===== src/pkg/ufc_pkg.sv =====
// Constants, register layout and state encoding of the function control block.
package ufc_pkg;

    // ****************************************************************
    // Register addresses and write styles
    // ****************************************************************
    localparam logic [5:0] UFC_ADDR_WRITE = 6'h04;
    localparam logic [5:0] UFC_ADDR_SET = 6'h05;
    localparam logic [5:0] UFC_ADDR_CLEAR = 6'h06;
    localparam logic [7:0] UFC_UNMAPPED_READ = 8'h00;

    // ****************************************************************
    // Field positions and reset value
    // ****************************************************************
    localparam int UFC_BIT_RESERVED = 7;
    localparam int UFC_BIT_POWERED_N_LP = 6;
    localparam int UFC_BIT_CORE_RESET = 5;
    localparam int UFC_ENC_HI = 4;
    localparam int UFC_ENC_LO = 3;
    localparam int UFC_BIT_TERM = 2;
    localparam int UFC_SPEED_HI = 1;
    localparam int UFC_SPEED_LO = 0;
    localparam logic [7:0] UFC_FC_RESET = 8'h41;

    // ****************************************************************
    // Field encodings
    // ****************************************************************
    localparam logic [1:0] UFC_ENC_NORMAL = 2'h0;
    localparam logic [1:0] UFC_ENC_NON_DRIVING = 2'h1;
    localparam logic [1:0] UFC_ENC_RAW_BITS = 2'h2;
    localparam logic [1:0] UFC_ENC_NO_SYNC_EOP = 2'h3;
    localparam logic [1:0] UFC_SPEED_HS = 2'h0;
    localparam logic [1:0] UFC_SPEED_FS = 2'h1;
    localparam logic [1:0] UFC_SPEED_LS = 2'h2;
    localparam logic [1:0] UFC_SPEED_LS_ON_FS = 2'h3;

    // ****************************************************************
    // Link command codes in the top two bits of a command byte
    // ****************************************************************
    localparam logic [1:0] UFC_CMD_REG_WRITE = 2'h2;
    localparam logic [1:0] UFC_CMD_REG_READ = 2'h3;

    // ****************************************************************
    // Timing
    // ****************************************************************
    localparam int UFC_CLK_MHZ = 40;
    localparam int UFC_CORE_RESET_NS = 1000;
    localparam int UFC_CORE_RESET_CYCLES = (UFC_CORE_RESET_NS * UFC_CLK_MHZ + 999) / 1000;
    localparam logic [5:0] UFC_CORE_RESET_LAST = 6'(UFC_CORE_RESET_CYCLES - 1);

    // ****************************************************************
    // Sequencer states
    // ****************************************************************
    typedef enum logic [3:0] {
        UFC_IDLE,
        UFC_WR_DATA,
        UFC_WR_STOP,
        UFC_RD_TURN,
        UFC_RD_DATA,
        UFC_RD_END,
        UFC_CORE_RST,
        UFC_RX_GAP,
        UFC_RX_TURN,
        UFC_RX_DATA,
        UFC_LOW_POWER
    } ufc_state_e;

endpackage : ufc_pkg


===== src/ufc_sync.sv =====
// Two-stage synchroniser for a group of levels entering the clk domain.
`timescale 1ns/1ps
`default_nettype none

module ufc_sync #(
    parameter int WIDTH = 1
) (
    input wire logic clk,
    input wire logic rst_n,
    input wire logic [WIDTH-1:0] async_in,
    output logic [WIDTH-1:0] sync_out
);

    typedef struct packed {
        logic [WIDTH-1:0] first;
        logic [WIDTH-1:0] second;
    } ufc_sync_s;

    ufc_sync_s s_q;
    ufc_sync_s s_d;

    // The first stage feeds only the second stage, never logic.
    always_comb
    begin
        s_d.first = async_in;
        s_d.second = s_q.first;
    end

    // Both stages clear on reset.
    always_ff @(posedge clk)
    begin
        if (!rst_n)
        begin
            s_q <= '0;
        end
        else
        begin
            s_q <= s_d;
        end
    end

    assign sync_out = s_q.second;

endmodule : ufc_sync
`default_nettype wire


===== src/ufc_function_control.sv =====
// Function control register of the transceiver and the sequences it starts.
`timescale 1ns/1ps
`default_nettype none

module ufc_function_control (
    input wire logic clk,
    input wire logic rst_n,
    input wire logic ulpi_clk,
    input wire logic ulpi_stp,
    input wire logic [7:0] ulpi_data_in,
    output logic [7:0] ulpi_data_out,
    output logic ulpi_data_oe,
    output logic ulpi_dir,
    output logic ulpi_nxt,
    input wire logic [1:0] line_state,
    input wire logic plus_line_pulldown,
    input wire logic minus_line_pulldown,
    output logic [7:0] function_control,
    output logic phy_low_power,
    output logic core_reset,
    output logic [1:0] transmit_encoding_sel,
    output logic termination_sel,
    output logic [1:0] transceiver_speed_sel,
    output logic tx_non_driving,
    output logic bit_stuff_nrzi_en,
    output logic auto_sync_eop_en,
    output logic fs_preamble_en,
    output logic fs_pullup_en,
    output logic hs_term_en
);

    // ****************************************************************
    // State record
    // ****************************************************************
    typedef struct packed {
        ufc_pkg::ufc_state_e st;
        logic [7:0] fc;
        logic [5:0] cnt;
        logic [5:0] addr;
        logic [7:0] wdata;
        logic lp_armed;
        logic clk_prev;
        logic dir;
        logic nxt;
        logic oe;
        logic [7:0] dout;
        logic lp;
        logic crst;
        logic non_drv;
        logic stuff_en;
        logic sync_eop_en;
        logic preamble;
        logic fs_pu;
        logic hs_term;
    } ufc_state_s;

    // Reset picture: link owns the bus, register at its default values.
    localparam ufc_state_s UFC_RESET_STATE = '{
        st: ufc_pkg::UFC_IDLE,
        fc: ufc_pkg::UFC_FC_RESET,
        cnt: 6'h00,
        addr: 6'h00,
        wdata: 8'h00,
        lp_armed: 1'b0,
        clk_prev: 1'b0,
        dir: 1'b0,
        nxt: 1'b0,
        oe: 1'b0,
        dout: 8'h00,
        lp: 1'b0,
        crst: 1'b0,
        non_drv: 1'b0,
        stuff_en: 1'b1,
        sync_eop_en: 1'b1,
        preamble: 1'b0,
        fs_pu: 1'b0,
        hs_term: 1'b0
    };

    ufc_state_s s_q;
    ufc_state_s s_d;
    logic [11:0] pins_sync;
    logic uclk;
    logic stp;
    logic [7:0] din;
    logic [1:0] ls;
    logic tick;
    logic fc_hit;
    logic [7:0] fc_new;

    // ****************************************************************
    // Pin synchronisers
    // ****************************************************************
    // The link clock is slow against clk, so every link pin and the line state are resampled here.
    ufc_sync #(
        .WIDTH(12)
    ) u_pins (
        .clk(clk),
        .rst_n(rst_n),
        .async_in({ulpi_clk, ulpi_stp, ulpi_data_in, line_state}),
        .sync_out(pins_sync)
    );

    assign {uclk, stp, din, ls} = pins_sync;
    // Data and stop share the clock's latency, so they are stable at the edge.
    assign tick = uclk & ~s_q.clk_prev;

    // ****************************************************************
    // Register update
    // ****************************************************************
    // Three write addresses.
    assign fc_hit = (s_q.addr == ufc_pkg::UFC_ADDR_WRITE) ||
                    (s_q.addr == ufc_pkg::UFC_ADDR_SET) ||
                    (s_q.addr == ufc_pkg::UFC_ADDR_CLEAR);

    // OR for set; mask for clear.
    always_comb
    begin
        unique case (s_q.addr)
            ufc_pkg::UFC_ADDR_SET: fc_new = s_q.fc | s_q.wdata;
            ufc_pkg::UFC_ADDR_CLEAR: fc_new = s_q.fc & ~s_q.wdata;
            default: fc_new = s_q.wdata;
        endcase
    end

    // ****************************************************************
    // Sequencer and decoded outputs
    // ****************************************************************
    always_comb
    begin
        s_d = s_q;
        s_d.clk_prev = uclk;
        unique case (s_q.st)
            ufc_pkg::UFC_IDLE:
            begin
                if (tick && din[7:6] == ufc_pkg::UFC_CMD_REG_WRITE)
                begin
                    s_d.addr = din[5:0];
                    s_d.nxt = 1'b1;
                    s_d.st = ufc_pkg::UFC_WR_DATA;
                end
                else if (tick && din[7:6] == ufc_pkg::UFC_CMD_REG_READ)
                begin
                    s_d.addr = din[5:0];
                    s_d.nxt = 1'b1;
                    s_d.st = ufc_pkg::UFC_RD_TURN;
                end
            end
            ufc_pkg::UFC_WR_DATA:
            begin
                if (tick)
                begin
                    s_d.wdata = din;
                    s_d.nxt = 1'b0;
                    s_d.st = ufc_pkg::UFC_WR_STOP;
                end
            end
            ufc_pkg::UFC_WR_STOP:
            begin
                // A write only lands when the link closes it with stop.
                if (tick)
                begin
                    s_d.st = ufc_pkg::UFC_IDLE;
                    if (stp && fc_hit)
                    begin
                        s_d.fc = fc_new;
                        if (fc_new[ufc_pkg::UFC_BIT_CORE_RESET])
                        begin
                            s_d.st = ufc_pkg::UFC_CORE_RST;
                            s_d.dir = 1'b1;
                            s_d.cnt = 6'h00;
                        end
                        else if (!fc_new[ufc_pkg::UFC_BIT_POWERED_N_LP])
                        begin
                            s_d.st = ufc_pkg::UFC_LOW_POWER;
                            s_d.dir = 1'b1;
                            s_d.lp_armed = 1'b0;
                        end
                    end
                end
            end
            ufc_pkg::UFC_RD_TURN:
            begin
                if (tick)
                begin
                    s_d.nxt = 1'b0;
                    s_d.dir = 1'b1;
                    s_d.st = ufc_pkg::UFC_RD_DATA;
                end
            end
            ufc_pkg::UFC_RD_DATA:
            begin
                // All three addresses read the register.
                if (tick)
                begin
                    s_d.oe = 1'b1;
                    s_d.dout = fc_hit ? s_q.fc : ufc_pkg::UFC_UNMAPPED_READ;
                    s_d.st = ufc_pkg::UFC_RD_END;
                end
            end
            ufc_pkg::UFC_RD_END, ufc_pkg::UFC_RX_DATA:
            begin
                if (tick)
                begin
                    s_d.dir = 1'b0;
                    s_d.oe = 1'b0;
                    s_d.dout = 8'h00;
                    s_d.st = ufc_pkg::UFC_IDLE;
                end
            end
            ufc_pkg::UFC_CORE_RST:
            begin
                // Only the core is held; the register keeps its value.
                s_d.cnt = s_q.cnt + 6'h01;
                if (s_q.cnt == ufc_pkg::UFC_CORE_RESET_LAST)
                begin
                    s_d.fc[ufc_pkg::UFC_BIT_CORE_RESET] = 1'b0;
                    s_d.dir = 1'b0;
                    s_d.st = ufc_pkg::UFC_RX_GAP;
                end
            end
            ufc_pkg::UFC_RX_GAP:
            begin
                if (tick)
                begin
                    s_d.dir = 1'b1;
                    s_d.st = ufc_pkg::UFC_RX_TURN;
                end
            end
            ufc_pkg::UFC_RX_TURN:
            begin
                if (tick)
                begin
                    s_d.oe = 1'b1;
                    s_d.dout = {6'h00, ls};
                    s_d.st = ufc_pkg::UFC_RX_DATA;
                end
            end
            ufc_pkg::UFC_LOW_POWER:
            begin
                // The link clock may stop here, so stop is watched without tick.
                // The closing stop of the write is let go before a new one counts.
                if (!stp)
                begin
                    s_d.lp_armed = 1'b1;
                end
                // Stop wakes; bit back to one.
                else if (s_q.lp_armed)
                begin
                    s_d.fc[ufc_pkg::UFC_BIT_POWERED_N_LP] = 1'b1;
                    s_d.dir = 1'b0;
                    s_d.st = ufc_pkg::UFC_IDLE;
                end
            end
        endcase

        s_d.lp = (s_d.st == ufc_pkg::UFC_LOW_POWER);
        s_d.crst = (s_d.st == ufc_pkg::UFC_CORE_RST);
        s_d.non_drv = (s_d.fc[4:3] == ufc_pkg::UFC_ENC_NON_DRIVING);
        s_d.stuff_en = (s_d.fc[4:3] != ufc_pkg::UFC_ENC_RAW_BITS);
        s_d.sync_eop_en = (s_d.fc[4:3] != ufc_pkg::UFC_ENC_NO_SYNC_EOP);
        s_d.preamble = (s_d.fc[1:0] == ufc_pkg::UFC_SPEED_LS_ON_FS);
        // Termination depends on speed, mode, pull-downs.
        s_d.fs_pu = !s_d.non_drv && s_d.fc[ufc_pkg::UFC_BIT_TERM] &&
                    !plus_line_pulldown && !minus_line_pulldown;
        s_d.hs_term = !s_d.non_drv && !s_d.fc[ufc_pkg::UFC_BIT_TERM] &&
                      (s_d.fc[1:0] == ufc_pkg::UFC_SPEED_HS);
    end

    always_ff @(posedge clk)
    begin
        if (!rst_n)
        begin
            s_q <= UFC_RESET_STATE;
        end
        else
        begin
            s_q <= s_d;
        end
    end

    // ****************************************************************
    // Outputs, all taken from the state record
    // ****************************************************************
    assign ulpi_data_out = s_q.dout;
    assign ulpi_data_oe = s_q.oe;
    assign ulpi_dir = s_q.dir;
    assign ulpi_nxt = s_q.nxt;
    assign function_control = s_q.fc;
    assign phy_low_power = s_q.lp;
    assign core_reset = s_q.crst;
    assign transmit_encoding_sel = s_q.fc[ufc_pkg::UFC_ENC_HI:ufc_pkg::UFC_ENC_LO];
    assign termination_sel = s_q.fc[ufc_pkg::UFC_BIT_TERM];
    // Speed field drives the transceiver choice.
    assign transceiver_speed_sel = s_q.fc[ufc_pkg::UFC_SPEED_HI:ufc_pkg::UFC_SPEED_LO];
    assign tx_non_driving = s_q.non_drv;
    assign bit_stuff_nrzi_en = s_q.stuff_en;
    assign auto_sync_eop_en = s_q.sync_eop_en;
    assign fs_preamble_en = s_q.preamble;
    assign fs_pullup_en = s_q.fs_pu;
    assign hs_term_en = s_q.hs_term;
    // Bit 7 is stored and read back but drives nothing.

endmodule : ufc_function_control
`default_nettype wire


===== config.mk =====
export PLATFORM = sky130hd
export DESIGN_NAME = ufc_function_control
export DESIGN_NICKNAME = d
export VERILOG_FILES = /design/src/pkg/ufc_pkg.sv /design/src/ufc_sync.sv /design/src/ufc_function_control.sv
export SDC_FILE = /design/constraint.sdc
export NUM_CORES = 1
export LEC_CHECK = 0
export BUFFER_PORTS_ARGS = -buffer_cell sky130_fd_sc_hd__clkbuf_2
export CAP_MARGIN = 10
export CORE_MARGIN = 2
export CORE_UTILIZATION = 50
export DETAILED_ROUTE_END_ITERATION = 12
export HOLD_SLACK_MARGIN = 0.05
export PLACE_DENSITY = 0.83
export SYNTH_ARGS = -nofsm -noshare
export SYNTH_HDL_FRONTEND = slang
export SYNTH_HIERARCHICAL = 1
export SYNTH_SLANG_ARGS = --single-unit

===== constraint.sdc =====
create_clock -name clk -period 4.1 [get_ports clk]
set_input_delay 0.41 -clock clk [delete_from_list [all_inputs] [get_ports clk]]
set_output_delay 0.41 -clock clk [all_outputs]
set_load 0.1 [all_outputs]

* Word-level counts from Yosys, hierarchy flattened
Cells that the tools add are included.
** Cells by class
- Reductions and logical operators :: 33
- Mux-type cells :: 51
- Bitwise logic cells :: 5
- Add/subtract/negate cells :: 1
- Equal/unequal tests :: 39
** Operator list (number)
- $mux W4 :: 13
- $pmux W4 S10 :: 1
- $mux W18 :: 2
- $ne A2 B2 Y1 const B :: 16
- $mux W9 :: 3
- $pmux W9 S3 :: 1
- $eq A4 B3 Y1 const B :: 5
- $eq A6 B3 Y1 const B :: 3
- $mux W1 :: 18
- $mux W6 :: 3
- $eq A4 B4 Y1 const B :: 4
- $pmux W8 S2 :: 1
- $reduce_and A4 Y1 :: 4
- $pmux W6 S2 :: 1
- $reduce_and A10 Y1 :: 1
- $and A8 B8 Y8 :: 1
- $eq A4 B2 Y1 const B :: 2
- $logic_and A1 B1 Y1 :: 8
- $mux W8 :: 1
- $not A8 Y8 :: 1
- $or A8 B8 Y8 :: 1
- $add A6 B1 Y6 const B :: 1
- $eq A2 B2 Y1 const B :: 3
- $eq A6 B6 Y1 const B :: 1
- 23 further kinds :: 34
** Storage, ports and cells
- Register bits :: 77
- Output and inout port bits :: 32
- Input port bits :: 16
- Word-level logic and storage cells :: 153

* Depth between registers and ports, before layout
- Depth in word-level cells :: 13
- Mapped depth :: 7
- Gate-level depth less buffers :: 6

* By module
The synthesis kept the hierarchy.
** Modules (own cells, without submodules)
- ufc_function_control :: cells each 316, instances 1, area each 2776.4 um2
- ufc_sync :: cells each 50, instances 1, area each 675.6 um2

* Worst setup path before layout
No wires, ideal clock.
- Kind :: reg-to-reg
- Start point :: register s_q[34] (netlist name)
- End point :: register s_q[40] (netlist name)
- Arrival time :: 1.885 ns
- Cell stages (with the launch flop) :: 7
- Path slack :: 2.143 ns
- Period minus slack after synthesis :: 1.957 ns
- Data required time :: 4.028 ns
- Cells stage by stage :: dfxtp_1 > or4b_1 > buf_2 > nor4b_4 > o2111ai_2 > a211oi_1 > mux2i_1
** Between the ends
- Word-level cells in the longest chain between the ends :: 6
- Elaborated cells on any way between the ends :: 10
- Those cells by class :: eq/ne (5); mux (1); reduce/logical (4)
** RTL lines
- start, declared :: RTL line ufc_function_control.sv:80 : ufc_state_s s_q;
- start signal, assigned :: RTL line ufc_function_control.sv:274 : s_q <= UFC_RESET_STATE;
- start signal, assigned :: RTL line ufc_function_control.sv:278 : s_q <= s_d;
- $eq A6 B3 Y1 (on tied branches) :: RTL line ufc_function_control.sv:112, ufc_function_control.sv:113, ufc_function_control.sv:119
- $logic_or A1 B1 Y1 :: RTL line ufc_function_control.sv:112 : assign fc_hit = (s_q.addr == ufc_pkg::UFC_ADDR_WRITE) ||
- $logic_or A1 B1 Y1 :: RTL line ufc_function_control.sv:113 : (s_q.addr == ufc_pkg::UFC_ADDR_SET) ||
- $logic_and A1 B1 Y1 :: RTL line ufc_function_control.sv:164 : if (stp && fc_hit)
- $ne A2 B2 Y1 (no source line)
- $reduce_and A4 Y1 (no source line) *
Every way passes the cells marked *; elsewhere a longest branch is shown, timed or not.
A chain may end at the register's enable or synchronous reset.

* Worst setup path in the final report
- Start point :: register s_q[34] (netlist name)
- End point :: register s_q (netlist bit core_reset)
** Between the ends
- Word-level cells in the longest chain between the ends :: 8
- Elaborated cells on any way between the ends :: 13
- Those cells by class :: eq/ne (4); mux (6); reduce/logical (3)
** RTL lines
- $eq A6 B3 Y1 (on tied branches)
- $pmux W8 S2 / $logic_or A1 B1 Y1 (equally long branches) :: RTL line ufc_function_control.sv:119, ufc_function_control.sv:112
- $mux W4 / $logic_or A1 B1 Y1 (equally long branches) :: RTL line ufc_function_control.sv:173, ufc_function_control.sv:113
- $mux W4 / $logic_and A1 B1 Y1 (equally long branches) :: RTL line ufc_function_control.sv:167, ufc_function_control.sv:164
- $mux W18 * :: RTL line ufc_function_control.sv:164
- $mux W18 * :: RTL line ufc_function_control.sv:161 : if (tick)
- $pmux W4 S10 * :: RTL line ufc_function_control.sv:133 : unique case (s_q.st)
- $eq A4 B3 Y1 * :: RTL line ufc_function_control.sv:258 : s_d.crst = (s_d.st == ufc_pkg::UFC_CORE_RST);
Every way passes the cells marked *; elsewhere a longest branch is shown, timed or not. The select of a mux whose other input is x is not followed.

==> results_dict.tcl <==
set metrics [dict create \
    path_class "flop to flop" \
    grt.overflow.total 0 \
    syn_area_per_cell_um2 9.43 \
    worstPathArrival_ns 2.77 \
    period_share_pct 61.3 \
    yosysSeqAreaShare_pct 44.7 \
    nFillCells 598 \
    path_clk_slew_ns 0.08 \
    maxSlewViolCount 0 \
    drt_iter0_drc 267 \
    seqCellArea_um2 1540 \
    fp.dieArea_um2 7580 \
    ant_nets 0 \
    yosys_warnings 6 \
    wire_per_inst_um 14.6 \
    drive_above_1_share_pct 23.5 \
    power_density_nw_per_um2 399 \
    hold_path_class "input pin to flop" \
    multi_input_area_um2 1650 \
    power.leakage_nw 1.54 \
    clock_latency_ns 0.36 \
    die_y_um 87.1 \
    ys_seq_elements 77 \
    num_antenna_cells 0 \
    rows 30 \
    yosys.area.top_type "dfxtp_1" \
    place_hpwl_mm 4.76 \
    place_ws_ns 1.66 \
    cts_hold_buf 0 \
    num_vias 2723 \
    hold_viol 0 \
    synthesis.area_um2 3450 \
    die_w_um 87.1 \
    finalWorstSetupSlack_ns 1.59 \
    clk_path_buf_depth 2 \
    htreeDepth 3 \
    setup_viol 0 \
    cp-start-kind "flop" \
    ys.flop_type "dfxtp_1" \
    rsz0062_at_grt "false" \
    io_buffers 47 \
    fin_crit_ns 2.51 \
    fin_tns_setup_ns 0 \
    synth_nets 383 \
    initial_core_util_pct 51.4 \
    relSlewSlack_pct 32.4 \
    outcome "completed" \
    dr.pass1.iters 6 \
    vias_per_cell 5.78 \
    wl_mm 6.87 \
    async_reset_ff_share_pct 0 \
    post_cts_resized 0 \
    drc 0 \
    fmax_ghz 0.398 \
    synth_cells 366 \
    grt_max_degree 50 \
    synth_area_leaders "dfxtp_1 45%, mux2i_1 5.5%, buf_4 4.3%, and2_2 3.9%, nor2_1 3.8%" \
    max-cap-violations 0 \
    numCtsBuffers 9 \
    synth_top_cell_area_share_pct 44.7 \
    end_kind "flop" \
    final_nets 403 \
    finClkSkew_ns 0.0120 \
    fp.coreArea_um2 6720 \
    synth_edf_count 0 \
    required_ns 4.36 \
    yosys.cell_types.count 60 \
    grt_pass1_vias 2287 \
    clock_sinks 77 \
    stdcell_count 471 \
    gp_congestion 0.854 \
    place_inst 455 \
    max-vdd-ir-drop_v 0.000303 \
    antenna_found_initial 0 \
    postCtsSetupRepairBufs 0 \
    worst_pin_slew_ns 1.01 \
    crit_path_max_fanout 16 \
    clock-root-buffer "clkbuf_8" \
    io_pins 48 \
    cts_tree "built" \
    synthToLayoutAreaGrowth_pct 8.30 \
    grt_pass1_wl_mm 11.2 \
    gr-usage-all-layers_pct 19.0 \
]
## final timing paths
kind | slack [ns] | to | cells after the start | start
setup / recovery | 1.59 | core_reset$_SDFF_PN0_ | 5 | s_q[34]$_SDFFE_PN0P_
setup reg to reg | 1.59 | core_reset$_SDFF_PN0_ | 5 | s_q[34]$_SDFFE_PN0P_
hold reg to reg | 0.43 | u_pins/sync_out[0]$_SDFF_PN0_ | 1 | u_pins/s_d[0]$_SDFF_PN0_
hold / removal | 0.25 | u_pins/s_d[7]$_SDFF_PN0_ | 2 | ulpi_data_in[5]
## power by group
group          switching, W  leakage (nW)  internal [W]  total, W
registers         0.0000311         0.626      0.000769  0.000800
clock network      0.000284        0.0905      0.000243  0.000527
logic              0.000108         0.824     0.0000563  0.000164
total              0.000423          1.54       0.00107   0.00149
## Yosys cell counts (2+ instances only)
cell	number
a211oi_1	2
a21boi_0	2
a21o_1	2
a21oi_1	19
a221oi_1	2
a22o_1	3
a22oi_1	9
and2_1	15
and2_2	18
and3_1	3
and4_1	2
buf_2	3
buf_4	20
buf_6	2
clkbuf_1	14
dfxtp_1	77
inv_1	5
mux2i_1	19
nand2_1	9
nand2b_1	4
nand3_1	18
nand3b_1	7
nand4_1	3
nor2_1	35
nor2b_1	10
nor3_1	9
nor4b_2	3
nor4b_4	2
o211ai_1	5
o21a_1	2
o21ai_0	7
o21bai_1	2
o31ai_1	5
or3b_2	2
## per-layer routing
metal | wire length (um) | GRT usage [%]
met3 | 557 | 5.88
met1 | 3240 | 25.8
met4 | 150 | 8.11
met2 | 2930 | 28.0
met5 | 0 | 0
## cells in the final DEF (no fill, tap or decap), drive strengths merged, types with 4 or more instances in the layout
cell type | Yosys | layout
a21oi | 19 | 19
a22oi | 9 | 9
and2 | 33 | 33
and3 | 4 | 4
clkbuf | 14 | 58
dfxtp | 77 | 77
inv | 5 | 7
mux2i | 19 | 19
nand2 | 9 | 9
nand2b | 4 | 4
nand3 | 18 | 18
nand3b | 7 | 7
nor2 | 35 | 35
nor2b | 10 | 10
nor3 | 9 | 9
nor4b | 6 | 6
o211ai | 5 | 5
o21ai | 7 | 7
o31ai | 5 | 5
## state kept, by name, summed over array words and instances, names as in the netlist, 8 cells and up
register          count
s_q                  26
ulpi_data_out         8
u_pins/s_d           12
u_pins/sync_out      12
function_control      8
## cells by family (layout without fill, tap and decap cells)
family	after synthesis	in the layout	share of synthesized area [%]
buffers and inverters	44	69	7.50
DFF	77	77	44.7
adders and majority gates	1	1	0.362
xor gates and xnor gates	1	1	0.254
muxes	19	19	5.51
AOI/OAI and AO/OA	72	72	14.6
and+or+nand+nor	152	152	27.1
## stage by stage
step	utilization (%)	instance area, um^2	power (W)	hold slack, ns
6_report	55.6	3740	0.00149	0.254
5_1_grt	55.6	3740	0.00155	0.247
4_1_cts	55.6	3740	0.00150	0.243
3_5_place_dp	52.9	3550	0.000977	0.419
3_3_place_gp	52.9	3550	0.000974	0.419
2_1_floorplan	-	3450	0.000943	0.412
## final cells by class
| cell class | instances | area share, % |
|---|---|---|
| Timing Repair Buffer | 48 | 6.49 |
| Multi-Input combinational cell | 245 | 44.2 |
| Clock inverter | 5 | 1.14 |
| Inverter | 5 | 0.502 |
| Sequential cell | 77 | 41.2 |
| Clock buffer | 11 | 3.78 |
| Tap cell | 80 | 2.68 |
## worst max-delay path, cell delays in order (launching register included)
cell	delay, ns
dfxtp_1	0.33
nor4b_2	0.74
and3_1	0.31
o2111ai_2	0.40
and3_4	0.37
nor4b_2	0.25
(Power assumes the default switching activity.)
